$ cat config.mk
export PLATFORM = sky130hd
export DESIGN_NAME = hscfg_top
export DESIGN_NICKNAME = d
export VERILOG_FILES = /design/src/hdl/hscfg_pkg.sv /design/src/hdl/hscfg_top.sv
export VERILOG_INCLUDE_DIRS = /design/src /design/src/hdl
export SDC_FILE = /design/constraint.sdc
export NUM_CORES = 1
export LEC_CHECK = 0
export ABC_AREA = 1
export BUFFER_PORTS_ARGS = -buffer_cell sky130_fd_sc_hd__buf_2
export CORE_ASPECT_RATIO = 1.25
export CORE_MARGIN = 5
export CORE_UTILIZATION = 56
export DETAILED_ROUTE_END_ITERATION = 10
export PLACE_DENSITY_LB_ADDON = 0.2
export SLEW_MARGIN = 20
export SYNTH_ARGS = -nofsm -noshare
export SYNTH_HDL_FRONTEND = slang
export SYNTH_SLANG_ARGS = --single-unit
$ cat constraint.sdc
create_clock -name clk -period 3.3 [get_ports clk]
set_clock_uncertainty 0.15 [all_clocks]
set_input_delay 0.33 -clock clk [delete_from_list [all_inputs] [get_ports clk]]
set_output_delay 0.33 -clock clk [all_outputs]
set_load 0.01 [all_outputs]
$ cat src/hdl/hscfg_cfg.svh
// Register offsets, field positions, reset values and timing counts
`ifndef HSCFG_CFG_SVH
`define HSCFG_CFG_SVH
`define HSCFG_OFS_CHSLP      8'h02
`define HSCFG_OFS_LIMCFG     8'h03
`define HSCFG_OFS_XLIM       8'h04
`define HSCFG_OFS_YLIM       8'h05
`define HSCFG_OFS_ZLIM       8'h06
`define HSCFG_RST_VAL        8'h00
`define HSCFG_CFG2_WMASK     8'h7F
`define HSCFG_CH_MSB         7
`define HSCFG_CH_LSB         4
`define HSCFG_IDLE_MSB       3
`define HSCFG_IDLE_LSB       0
`define HSCFG_CNT_BIT        6
`define HSCFG_DIR_BIT        5
`define HSCFG_GAIN_BIT       4
`define HSCFG_ANG_MSB        3
`define HSCFG_ANG_LSB        2
`define HSCFG_XYR_BIT        1
`define HSCFG_ZR_BIT         0
`define HSCFG_OPMODE_WS      2'h3
`define HSCFG_HYST_SIGNED    3'h0
`define HSCFG_HYST_MAG       3'h1
`define HSCFG_CROSS_MANY     3'h4
`define HSCFG_CLK_MHZ        100
`define HSCFG_CYC_PER_MS     (`HSCFG_CLK_MHZ * 1000)
`endif

$ cat src/hdl/hscfg_pkg.sv
// Types for the sensor configuration and threshold block
package hscfg_pkg;
  typedef enum logic [1:0] {
    HSCFG_IDLE,
    HSCFG_SLEEP,
    HSCFG_CONVERT
  } hscfg_ws_t;
  typedef enum logic [2:0] {
    HSCFG_SEQ_MASK,
    HSCFG_SEQ_REPEAT,
    HSCFG_SEQ_DIAG_POS,
    HSCFG_SEQ_DIAG_NEG,
    HSCFG_SEQ_RES_CHK,
    HSCFG_SEQ_OFS_CHK
  } hscfg_seq_t;
endpackage : hscfg_pkg

$ cat src/hdl/hscfg_top.sv
// Sensor channel, sleep, range and axis threshold configuration with crossing logic
// Functional notes
// - Channel codes 0-7 are an axis mask: X=1, Y=2, Z=4
// - Codes 8h, 9h, Ah, Bh run X-Y-X, Y-X-Y, Y-Z-Y, X-Z-X
// - Code Ch converts XYZ with positive offset, Dh with negative offset
// - Code Eh runs resistance plus converter check, Fh offset plus converter
// - Idle field picks sleep time between conversions, wake-and-sleep only
// - Crossing count bit: 0 needs one crossing, 1 needs four
// - Direction bit: 0 above, 1 below; ignored when hysteresis mode above 1
// - Gain target bit picks first or second channel of angle pair
// - Angle field: 0 off, 1 X-Y, 2 Y-Z, 3 X-Z
// - Bit 1 selects X/Y range, 0 is low range and default
// - Bit 0 selects Z range independently
// - X limit is signed code, step is X/Y full scale over 128
// - Y limit is signed code, step is X/Y full scale over 128
// - Z limit is signed code, step follows Z range bit
// - Zero limit code disables comparing and counting for that axis
// - All five registers reset to zero
// - Hysteresis mode 1 uses low seven bits as symmetric magnitude
// - Idle interval only governs timing in operating mode 3
// - Threshold interrupt reaches output only when enabled
`timescale 1ns/10ps
`include "hscfg_cfg.svh"

module hscfg_top #(
  parameter int unsigned MS_CYC = `HSCFG_CYC_PER_MS,
  parameter int unsigned DW     = 8
) (
  // Clock and reset
  input  wire logic          clk,
  input  wire logic          arst_n,
  // Register port
  input  wire logic          reg_wr,
  input  wire logic [7:0]    reg_addr,
  input  wire logic [DW-1:0] reg_wdata,
  output logic      [DW-1:0] reg_rdata,
  // Settings from neighbouring registers
  input  wire logic [1:0]    operating_mode,
  input  wire logic [2:0]    hysteresis_mode,
  input  wire logic          limit_irq_enable,
  // Conversion results, 12-bit signed, one-cycle valid
  input  wire logic          result_vld,
  input  wire logic [1:0]    result_axis,
  input  wire logic [11:0]   result_data,
  // Conversion control
  output logic               conv_start,
  output logic [2:0]         axis_enable,
  output logic [5:0]         axis_sequence,
  output logic               diag_offset_pos,
  output logic               diag_offset_neg,
  output logic               res_check,
  output logic               ofs_check,
  output logic               adc_check,
  // Angle and range
  output logic               angle_enable,
  output logic [1:0]         angle_first,
  output logic [1:0]         angle_second,
  output logic [1:0]         gain_target_axis,
  output logic               xy_range_high,
  output logic               z_range_high,
  // Threshold interrupt
  output logic               limit_irq
);

  // ****************************************
  // Register file
  // ****************************************
  logic [7:0] chslp_ff, limcfg_ff;
  logic [7:0] lim_ff [3];

  always_ff @(posedge clk or negedge arst_n) begin
    if (!arst_n) begin
      chslp_ff  <= `HSCFG_RST_VAL;
      limcfg_ff <= `HSCFG_RST_VAL;
      lim_ff[0] <= `HSCFG_RST_VAL;
      lim_ff[1] <= `HSCFG_RST_VAL;
      lim_ff[2] <= `HSCFG_RST_VAL;
    end else if (reg_wr) begin
      unique case (reg_addr)
        `HSCFG_OFS_CHSLP:  chslp_ff  <= reg_wdata[7:0];
        // Bit 7 is reserved and stays zero
        `HSCFG_OFS_LIMCFG: limcfg_ff <= reg_wdata[7:0] & `HSCFG_CFG2_WMASK;
        `HSCFG_OFS_XLIM:   lim_ff[0] <= reg_wdata[7:0];
        `HSCFG_OFS_YLIM:   lim_ff[1] <= reg_wdata[7:0];
        `HSCFG_OFS_ZLIM:   lim_ff[2] <= reg_wdata[7:0];
        default: ;
      endcase
    end
  end

  always_comb begin
    reg_rdata = '0;
    unique case (reg_addr)
      `HSCFG_OFS_CHSLP:  reg_rdata[7:0] = chslp_ff;
      `HSCFG_OFS_LIMCFG: reg_rdata[7:0] = limcfg_ff;
      `HSCFG_OFS_XLIM:   reg_rdata[7:0] = lim_ff[0];
      `HSCFG_OFS_YLIM:   reg_rdata[7:0] = lim_ff[1];
      `HSCFG_OFS_ZLIM:   reg_rdata[7:0] = lim_ff[2];
      default:           reg_rdata = '0;
    endcase
  end

  logic [3:0] axis_channel_select, idle_interval_select;
  logic       crossing_count_select, limit_direction, gain_target_select;
  logic [1:0] angle_pair;
  assign axis_channel_select   = chslp_ff[`HSCFG_CH_MSB:`HSCFG_CH_LSB];
  assign idle_interval_select  = chslp_ff[`HSCFG_IDLE_MSB:`HSCFG_IDLE_LSB];
  assign crossing_count_select = limcfg_ff[`HSCFG_CNT_BIT];
  assign limit_direction       = limcfg_ff[`HSCFG_DIR_BIT];
  assign gain_target_select    = limcfg_ff[`HSCFG_GAIN_BIT];
  assign angle_pair            = limcfg_ff[`HSCFG_ANG_MSB:`HSCFG_ANG_LSB];

  // ****************************************
  // Channel decode
  // ****************************************
  hscfg_pkg::hscfg_seq_t seq_kind;
  always_comb begin
    axis_enable   = 3'h0;
    axis_sequence = 6'h00;
    seq_kind      = hscfg_pkg::HSCFG_SEQ_MASK;
    unique case (axis_channel_select)
      // Repeated axes, two bits per step, X=1 Y=2 Z=3
      4'h8: begin axis_enable = 3'h3; axis_sequence = {2'h1, 2'h2, 2'h1};
        seq_kind = hscfg_pkg::HSCFG_SEQ_REPEAT; end
      4'h9: begin axis_enable = 3'h3; axis_sequence = {2'h2, 2'h1, 2'h2};
        seq_kind = hscfg_pkg::HSCFG_SEQ_REPEAT; end
      4'hA: begin axis_enable = 3'h6; axis_sequence = {2'h2, 2'h3, 2'h2};
        seq_kind = hscfg_pkg::HSCFG_SEQ_REPEAT; end
      4'hB: begin axis_enable = 3'h5; axis_sequence = {2'h1, 2'h3, 2'h1};
        seq_kind = hscfg_pkg::HSCFG_SEQ_REPEAT; end
      4'hC: begin axis_enable = 3'h7; seq_kind = hscfg_pkg::HSCFG_SEQ_DIAG_POS; end
      4'hD: begin axis_enable = 3'h7; seq_kind = hscfg_pkg::HSCFG_SEQ_DIAG_NEG; end
      4'hE: seq_kind = hscfg_pkg::HSCFG_SEQ_RES_CHK;
      4'hF: seq_kind = hscfg_pkg::HSCFG_SEQ_OFS_CHK;
      default: axis_enable = axis_channel_select[2:0];
    endcase
  end
  assign diag_offset_pos = (seq_kind == hscfg_pkg::HSCFG_SEQ_DIAG_POS);
  assign diag_offset_neg = (seq_kind == hscfg_pkg::HSCFG_SEQ_DIAG_NEG);
  assign res_check       = (seq_kind == hscfg_pkg::HSCFG_SEQ_RES_CHK);
  assign ofs_check       = (seq_kind == hscfg_pkg::HSCFG_SEQ_OFS_CHK);
  assign adc_check       = res_check | ofs_check;

  // ****************************************
  // Angle, gain and range
  // ****************************************
  // Angle pair decode
  always_comb begin
    angle_first  = 2'h0;
    angle_second = 2'h0;
    unique case (angle_pair)
      2'h1: begin angle_first = 2'h1; angle_second = 2'h2; end
      2'h2: begin angle_first = 2'h2; angle_second = 2'h3; end
      2'h3: begin angle_first = 2'h1; angle_second = 2'h3; end
      default: ;
    endcase
  end
  assign angle_enable     = (angle_pair != 2'h0);
  assign gain_target_axis = gain_target_select ? angle_second : angle_first;
  assign xy_range_high    = limcfg_ff[`HSCFG_XYR_BIT];
  assign z_range_high     = limcfg_ff[`HSCFG_ZR_BIT];

  // ****************************************
  // Wake-and-sleep timer
  // ****************************************
  logic [14:0] idle_ms;
  always_comb begin
    unique case (idle_interval_select)
      4'h0: idle_ms = 15'd1;
      4'h1: idle_ms = 15'd5;
      4'h2: idle_ms = 15'd10;
      4'h3: idle_ms = 15'd15;
      4'h4: idle_ms = 15'd20;
      4'h5: idle_ms = 15'd30;
      4'h6: idle_ms = 15'd50;
      4'h7: idle_ms = 15'd100;
      4'h8: idle_ms = 15'd500;
      4'h9: idle_ms = 15'd1000;
      4'hA: idle_ms = 15'd2000;
      4'hB: idle_ms = 15'd500;
      4'hC: idle_ms = 15'd20000;
      default: idle_ms = 15'd20000;
    endcase
  end

  logic        ws_mode;
  logic        ms_tick;
  logic [31:0] ms_div_ff;
  logic [14:0] ms_cnt_ff;
  hscfg_pkg::hscfg_ws_t ws_ff;
  // Only mode 3 runs the idle timer
  assign ws_mode = (operating_mode == `HSCFG_OPMODE_WS);
  assign ms_tick = (ms_div_ff == MS_CYC - 1);

  always_ff @(posedge clk or negedge arst_n) begin
    if (!arst_n) ms_div_ff <= '0;
    else if (!ws_mode || ms_tick || ws_ff != hscfg_pkg::HSCFG_SLEEP) ms_div_ff <= '0;
    else ms_div_ff <= ms_div_ff + 32'd1;
  end

  // Sleep for the selected interval, then convert
  always_ff @(posedge clk or negedge arst_n) begin
    if (!arst_n) begin
      ws_ff     <= hscfg_pkg::HSCFG_IDLE;
      ms_cnt_ff <= '0;
    end else if (!ws_mode) begin
      ws_ff     <= hscfg_pkg::HSCFG_IDLE;
      ms_cnt_ff <= '0;
    end else begin
      unique case (ws_ff)
        hscfg_pkg::HSCFG_IDLE: ws_ff <= hscfg_pkg::HSCFG_SLEEP;
        hscfg_pkg::HSCFG_SLEEP: if (ms_tick) begin
          if (ms_cnt_ff + 15'd1 >= idle_ms) begin
            ms_cnt_ff <= '0;
            ws_ff     <= hscfg_pkg::HSCFG_CONVERT;
          end else ms_cnt_ff <= ms_cnt_ff + 15'd1;
        end
        hscfg_pkg::HSCFG_CONVERT: ws_ff <= hscfg_pkg::HSCFG_SLEEP;
      endcase
    end
  end
  assign conv_start = (ws_ff == hscfg_pkg::HSCFG_CONVERT);

  // ****************************************
  // Threshold crossing
  // ****************************************
  logic [2:0] hit;
  logic [2:0] cross_cnt_ff;
  logic [2:0] need;
  logic       hit_any;

  // Code scaled to 12-bit result: code * 16, range shared
  for (genvar a = 0; a < 3; a++) begin : g_axis
    logic signed [11:0] thr, mag, val;
    logic signed [12:0] thr_abs;
    logic               en;
    assign thr = 12'(signed'(lim_ff[a]) * 16);
    // One bit wider so code 80h still gives a positive magnitude
    assign thr_abs = thr[11] ? -13'(thr) : 13'(thr);
    assign mag = 12'({5'h00, lim_ff[a][6:0]} << 4);
    assign val = signed'(result_data);
    assign en  = (lim_ff[a] != 8'h00) && result_vld && (result_axis == 2'(a + 1))
                 && axis_enable[a];
    always_comb begin
      hit[a] = 1'b0;
      if (en) begin
        if (hysteresis_mode == `HSCFG_HYST_MAG) begin
          // Opposite limit pair, direction picks outside or inside
          if (limit_direction) hit[a] = (val < mag) && (val > -mag);
          else hit[a] = (val > mag) || (val < -mag);
        end else if (hysteresis_mode == `HSCFG_HYST_SIGNED)
          hit[a] = limit_direction ? (val < thr) : (val > thr);
        else
          // Direction ignored in the wider hysteresis modes
          hit[a] = (val > thr_abs) || (val < -thr_abs);
      end
    end
  end
  assign hit_any = |hit;

  assign need = crossing_count_select ? `HSCFG_CROSS_MANY : 3'h1;

  always_ff @(posedge clk or negedge arst_n) begin
    if (!arst_n) cross_cnt_ff <= '0;
    else if (hit_any && limit_irq_enable) begin
      if (cross_cnt_ff + 3'h1 >= need) cross_cnt_ff <= '0;
      else cross_cnt_ff <= cross_cnt_ff + 3'h1;
    end
  end

  always_ff @(posedge clk or negedge arst_n) begin
    if (!arst_n) limit_irq <= 1'b0;
    else limit_irq <= hit_any && limit_irq_enable && (cross_cnt_ff + 3'h1 >= need);
  end
endmodule : hscfg_top

# --- Word-level counts from Yosys, hierarchy flattened ---
# Memories as Yosys holds them, arrays and structs flattened.
# Index checks and enable logic that the tools add are counted.
classes:
  add_sub_neg: 12
  n_mul: 0
  div_mod_pow: 0
  n_lt_le_gt_ge: 26
  n_eq_ne: 33
  shift: 0
  mux: 36
  n_bitwise: 1
  reduce_logical: 44
ops:
  columns: ["operator", "n"]
  rows:
  - ["> comparator 12 bit", 9]
  - ["< comparator 12 bit", 9]
  - ["two-way mux 15 bit", 4]
  - ["one-hot mux 8 bit (5 select lines)", 1]
  - ["> comparator 12 x 13 -> 1 bit", 3]
  - ["< comparator 12 x 13 -> 1 bit", 3]
  - ["two-way mux 13 bit", 3]
  - ["negator 12 -> 13 bit", 3]
  - ["negator 13 bit", 3]
  - ["negator 11 -> 12 bit", 3]
  - ["adder 32 x 1 -> 32 bit (second input constant)", 1]
  - ["equality test 32 x 17 -> 1 bit (second input constant)", 1]
  - ["equality test 4 bit (second input constant)", 8]
  - ["two-way mux 32 bit", 1]
  - ["one-hot mux 3 bit (5 select lines)", 2]
  - ["equality test 8 x 3 -> 1 bit (second input constant)", 3]
  - ["one-hot mux 6 bit (4 select lines)", 1]
  - ["nonzero test 8 bit", 3]
  - ["equality test 8 x 2 -> 1 bit (second input constant)", 2]
  - ["adder 15 x 1 -> 15 bit (second input constant)", 1]
  - [">= comparator 15 bit", 1]
  - ["two-way mux 1 bit", 15]
  - ["logical AND 1 bit", 14]
  - ["AND reduction 2 bit", 7]
  - ["other kinds (21)", 51]
word_totals:
  regBits: 92
  latchBits: 0
  ram_bits: 0
  mem_bits_ro: 208
  in_bits: 40
  out_inout_bits: 33
  word_cells: 163
  mem_count: 1
mem_list:
  columns: ["name", "words", "width", "read_ports", "rd_clocked_by_memory_dff", "write_ports", "line", "source"]
  rows:
  - ["(no name shown)", 16, 13, 1, 0, 0, "hscfg_top.sv:168", "unique case (idle_interval_select)"]

# --- Depth between registers and ports, before layout ---
depth:
  word_depth: 11
  depth_mapped: 30
  mapped_depth_nobuf: 30

# --- Least setup slack after synthesis ---
# OpenSTA, ideal clock, no wires.
synth_timing:
  path_type: "reg-to-reg"
  startpoint: "reg lim_ff (netlist bit g_axis[2].mag[4])"
  endpoint: "reg cross_cnt_ff[0]"
  setup_time_ns: 0.117
  t_arrival_ns: 2.894
  required_time_ns: 3.033
  setup_slack_ns: 0.139
  stages_incl_launch_ff: 25
  n_path_buf: 0
  synth_period_minus_slack_ns: 3.161
  cell_sequence: "dfrtp_1 inv_1 ha_1 nand2_1 o21ai_0 inv_1 ha_1 nand3_1 nor2_1 nand2_1 a221oi_1 ha_1 nand2_1 nor2_1 nand3_1 o2111ai_1 xnor2_1 nand2_1 nand2_1 nand3_1 nand3_1 nand3_2 nand2_2 nand2_1 nand2_1"
synth_via:
  elab_chain_cells: 10
  word_cells_on_any_way: 26
  classes_between: "add/sub: 3; order compare: 8; mux: 6; reduce/logical: 9"
synth_lines:
  columns: ["item", "line", "source"]
  rows:
  - ["start: declaration", "hscfg_top.sv:69", "logic [7:0] lim_ff [3];"]
  - ["negator 12 -> 13 bit", "hscfg_top.sv:239", "assign thr_abs = thr[11] ? -13'(thr) : 13'(thr);"]
  - ["two-way mux 13 bit", "hscfg_top.sv:239", null]
  - ["negator 13 bit", "hscfg_top.sv:255", "hit[a] = (val > thr_abs) || (val < -thr_abs);"]
  - ["< comparator 12 x 13 -> 1 bit", "hscfg_top.sv:255", null]
  - ["logical OR 1 bit", "hscfg_top.sv:255", null]
  - ["two-way mux 1 bit", "hscfg_top.sv:251", "end else if (hysteresis_mode == `HSCFG_HYST_SIGNED)"]
  - ["two-way mux 1 bit", "hscfg_top.sv:247", "if (hysteresis_mode == `HSCFG_HYST_MAG) begin"]
  - ["two-way mux 1 bit *", "hscfg_top.sv:246", "if (en) begin"]
  - ["OR reduction 3 bit *", "hscfg_top.sv:259", "assign hit_any = |hit;"]
  - ["logical AND 1 bit *", "hscfg_top.sv:265", "else if (hit_any && limit_irq_enable) begin"]
  - ["end signal: assignment", "hscfg_top.sv:267", "else cross_cnt_ff <= cross_cnt_ff + 3'h1;"]
  - ["end: declaration", "hscfg_top.sv:228", "logic [2:0] cross_cnt_ff;"]
# Every way passes the cells marked *; elsewhere a longest branch is shown, timed or not.
# A chain may end at the register's enable or synchronous reset.

# --- Final worst setup path ---
layout_timing:
  startpoint: "reg ms_cnt_ff[1]"
  endpoint: "reg ms_cnt_ff[14]"
layout_via:
  elab_chain_cells: 6
layout_lines:
  columns: ["item", "line", "source"]
  rows:
  - ["start: declaration", "hscfg_top.sv:189", "logic [14:0] ms_cnt_ff;"]
  - ["start signal: assignment", "hscfg_top.sv:216", "end else ms_cnt_ff <= ms_cnt_ff + 15'd1;"]
  - ["adder 15 x 1 -> 15 bit *", "hscfg_top.sv:213, hscfg_top.sv:216", null]
  - [">= comparator 15 bit", "hscfg_top.sv:213", "if (ms_cnt_ff + 15'd1 >= idle_ms) begin"]
  - ["two-way mux 15 bit *", "hscfg_top.sv:213", null]
  - ["two-way mux 15 bit *", "hscfg_top.sv:212", "hscfg_pkg::HSCFG_SLEEP: if (ms_tick) begin"]
  - ["two-way mux 15 bit *", "hscfg_top.sv:210", "unique case (ws_ff)"]
  - ["two-way mux 15 bit *", "hscfg_top.sv:206", "end else if (!ws_mode) begin"]
# Every way passes the cells marked *; elsewhere a longest branch is shown, timed or not. The select of a mux whose other input is x is not followed.

==> results.md <==
* Status: finished, violations left
* Failing checks: negative setup slack
* Vias/cell at 5.65
* H-tree depth at 3
* Critical path peak fanout at 7
* Die area at 18700 um2
* Cell depth of the worst setup path at 25
* CP Capture Type: flop
* Buf+Inv Stages, Crit Path at 5
* Hold crit path type: input port to flop
* Kind of cell adding the most delay to the critical path: simple AND/OR/NAND/NOR gates
* GR Overflow Total at 0
* Hold slack at 0.128 ns
* Critical Path End: ms_cnt_ff[14]
* DP Wirelength at 19900 um
* R2r setup slk at -0.14 ns
* Part of the power in registers at 0.327
* Die Span Y at 152 um
* Top_reg_cell synth: dfrtp_1
* P per Cell Area at 341 nW/um2
* Top-area cell type share of the netlist area at 0.256
* DRT Pass-1 Iters at 5
* Period utilization at 1.04
* Data arrival time of the critical path at 3.50 ns
* R2r endpoint: ms_cnt_ff[14]
* Die X at 123 um
* Syn. warnings at 0
* Psw at 1.29 mW
* Initial DRC count at 635
* VDD IR-drop max at 0.000430 V
* Post-synth EDFFs at 0
* Total CTS buffers at 9
* Pins Over Slew Limit at 0
* Internal cell power at 2.36 mW
* Fmax at 291 MHz
* Fin worst setup slack at -0.135 ns
* Mapped Cells at 1280
* Clk sink count at 92
* Vias in the first global route at 8912
* Logic pwr share at 0.394
* Num rows at 51
* Post-Place Worst Slack at -0.124 ns
* Reg-to-Reg Start: ms_cnt_ff[1]
* Wire per inst at 15.7 um
* Cells after DPL at 1604
* Post-Syn Area at 9000 um2
* Final worst path period need at 3.44 ns
* Most frequent cell after synthesis: nand2_1
* Net Sw Frac at 0.353
* Seq cells post-synth at 92
* Area grow syn2layout at 19.1%
* Detailed Route WL at 25700 um
* Rel. slew slack at 0.440
* Effective utilization at floorplan at 0.574
* Initial antenna violation count at 0
* Avg Cell Area, Syn at 7.03 um2
* Synth top cells by count: 261 x nand2_1, 199 x inv_1, 118 x ha_1
* Synth unique cells at 55
* Required @ worst endpoint at 3.36 ns
* Final setup violation count at 21
* CTS tree: yes
* Area leader, netlist: dfrtp_1
* Largest net degree at the start of global routing at 61
* CTS clk-pin slew, worst paths at 0.07 ns
* Post-synth ARST share at 1.00
* Startpoint types: flop
* PortBufs at 72
* Nets@finish at 1577
* Crit Path Category: flop to flop
* RSZ-0062 raised after global routing: true
* Crit path max-delay cell type: dfrtp_1
* Max Cap Violations at 0
* Total core area at 15700 um2
* Global-route wire length before repair at 41100 um
* Gr usage total at 0.275
* GPL Wtd Cong at 0.988
* R2r worst-path depth at 25
* Max stage delay on crit path at 0.36 ns
* Clk buf depth at 2
* Final Hold Violating Endpoints at 0
* Share of cells above drive strength 1 at 0.188
* Final ANT Viol Nets at 0
* Post-Layout Cell Count at 1637
* Via count at 9245
* Critical Path Start: ms_cnt_ff[1]
* Root Buffer: clkbuf_16
* Static Leakage at 5.26 nW
* Area contributors post-synth: dfrtp_1 26%, ha_1 16%, nand2_1 11%
* Drt drc at 0
* Slew @ Worst Pin at 0.834 ns
* Setup_tns at -1.76 ns
* Core Util, Final at 0.683
* Clock Latency Late Sink at 0.34 ns
* Io pins at 73
* Sequential share of the synthesized area at 0.256
* Clock share of power at 0.279
[final cells by class]
cell class | instances | area [um2]
Inverter | 205 | 769
Multi-Input combinational cell | 961 | 6100
Clock inverter | 6 | 63.8
Tap cell | 212 | 265
Timing Repair Buffer | 150 | 993
Fill cell | 1422 | 4970
Antenna cell | 1 | 2.50
Clock buffer | 10 | 229
Sequential cell | 92 | 2300
[stage by stage]
| step | cell area [um2] | total power, mW |
|---|---|---|
| global route | 10700 | 3.92 |
| global placement | 10000 | 2.47 |
| floorplan | 9010 | 2.07 |
| detailed placement | 10000 | 2.52 |
| finish | 10700 | 3.65 |
| CTS | 10400 | 3.57 |
[sequential cells by signal, indices dropped and copies added (netlist names)]
| name | count |
|---|---|
| limcfg_ff | 7 |
| limit_irq | 1 |
| lim_ff | 3 |
| ms_cnt_ff | 15 |
| g_axis.mag | 21 |
| ms_div_ff | 32 |
| cross_cnt_ff | 3 |
| chslp_ff | 8 |
| ws_ff | 2 |
[tightest hold or removal path, cell delays in order]
cell and delay, ns:
buf_2 0.13, nand2_4 0.08, nor2_1 0.04
[routing by layer]
metal	part of all wire	global-route usage
met1	0.41	0.343
met2	0.49	0.481
met3	0.058	0.0264
met4	0.041	0.119
met5	0	0
[worst min-delay path by stage]
stage | end | cells after the start | slack [ns] | from
after floorplan | chslp_ff[0] | 0 | -0.12 | arst_n
after global placement | ms_cnt_ff[5] | 1 | 0.30 | arst_n
after detailed placement | ms_cnt_ff[5] | 1 | 0.31 | arst_n
after CTS | limit_irq | 3 | 0.11 | limit_irq_enable
after global routing | limit_irq | 3 | 0.13 | limit_irq_enable
final | limit_irq | 3 | 0.13 | limit_irq_enable
[logic make-up (layout without fill, tap and decap cells)]
logic type               Yosys count  after routing  synth area share
AND/OR/NAND/NOR                  596            596             0.314
buffers and inverters            229            371            0.0976
AO/OA/AOI/OAI                    199            199             0.125
adder cells (fa/ha/maj)          118            118             0.164
flip-flops                        92             92             0.256
XOR/XNOR                          45             45            0.0438
other                              1              4          0.000416
[what timing repair did]
action / in CTS / in global routing
hold buffers: 1 / 0
gates resized for setup: 19 / 63
setup buffers: 2 / 12
hold endpoints to repair: 59 / 0
pin swaps: 10 / 30
cloned: 0 / 1
endpoints found under the setup margin: 19 / 21
[cell usage in the layout, fill, tap and decap left out, types with 10 or more instances in the layout]
cell type,count
nor4_1,14
xor2_1,35
nand4_1,50
inv_2,12
nor3_1,39
nor2_2,14
o21ai_0,73
dfrtp_1,91
a21oi_1,51
nand2_1,253
clkbuf_16,10
nand3_2,12
ha_1,113
nand3_1,68
nor2_1,86
o21ai_1,21
inv_1,191
buf_2,71
buf_4,75
[power by group through the flow]
stage          logic (mW)  clock network (mW)  registers [mW]
5_1_grt              1.63                1.09            1.20
3_5_place_dp         1.30                   0            1.21
2_1_floorplan       0.868                   0            1.20
4_1_cts              1.34                1.04            1.19
6_report             1.44                1.02            1.20
3_3_place_gp         1.26                   0            1.21
Power figures use the tool's default switching activity.
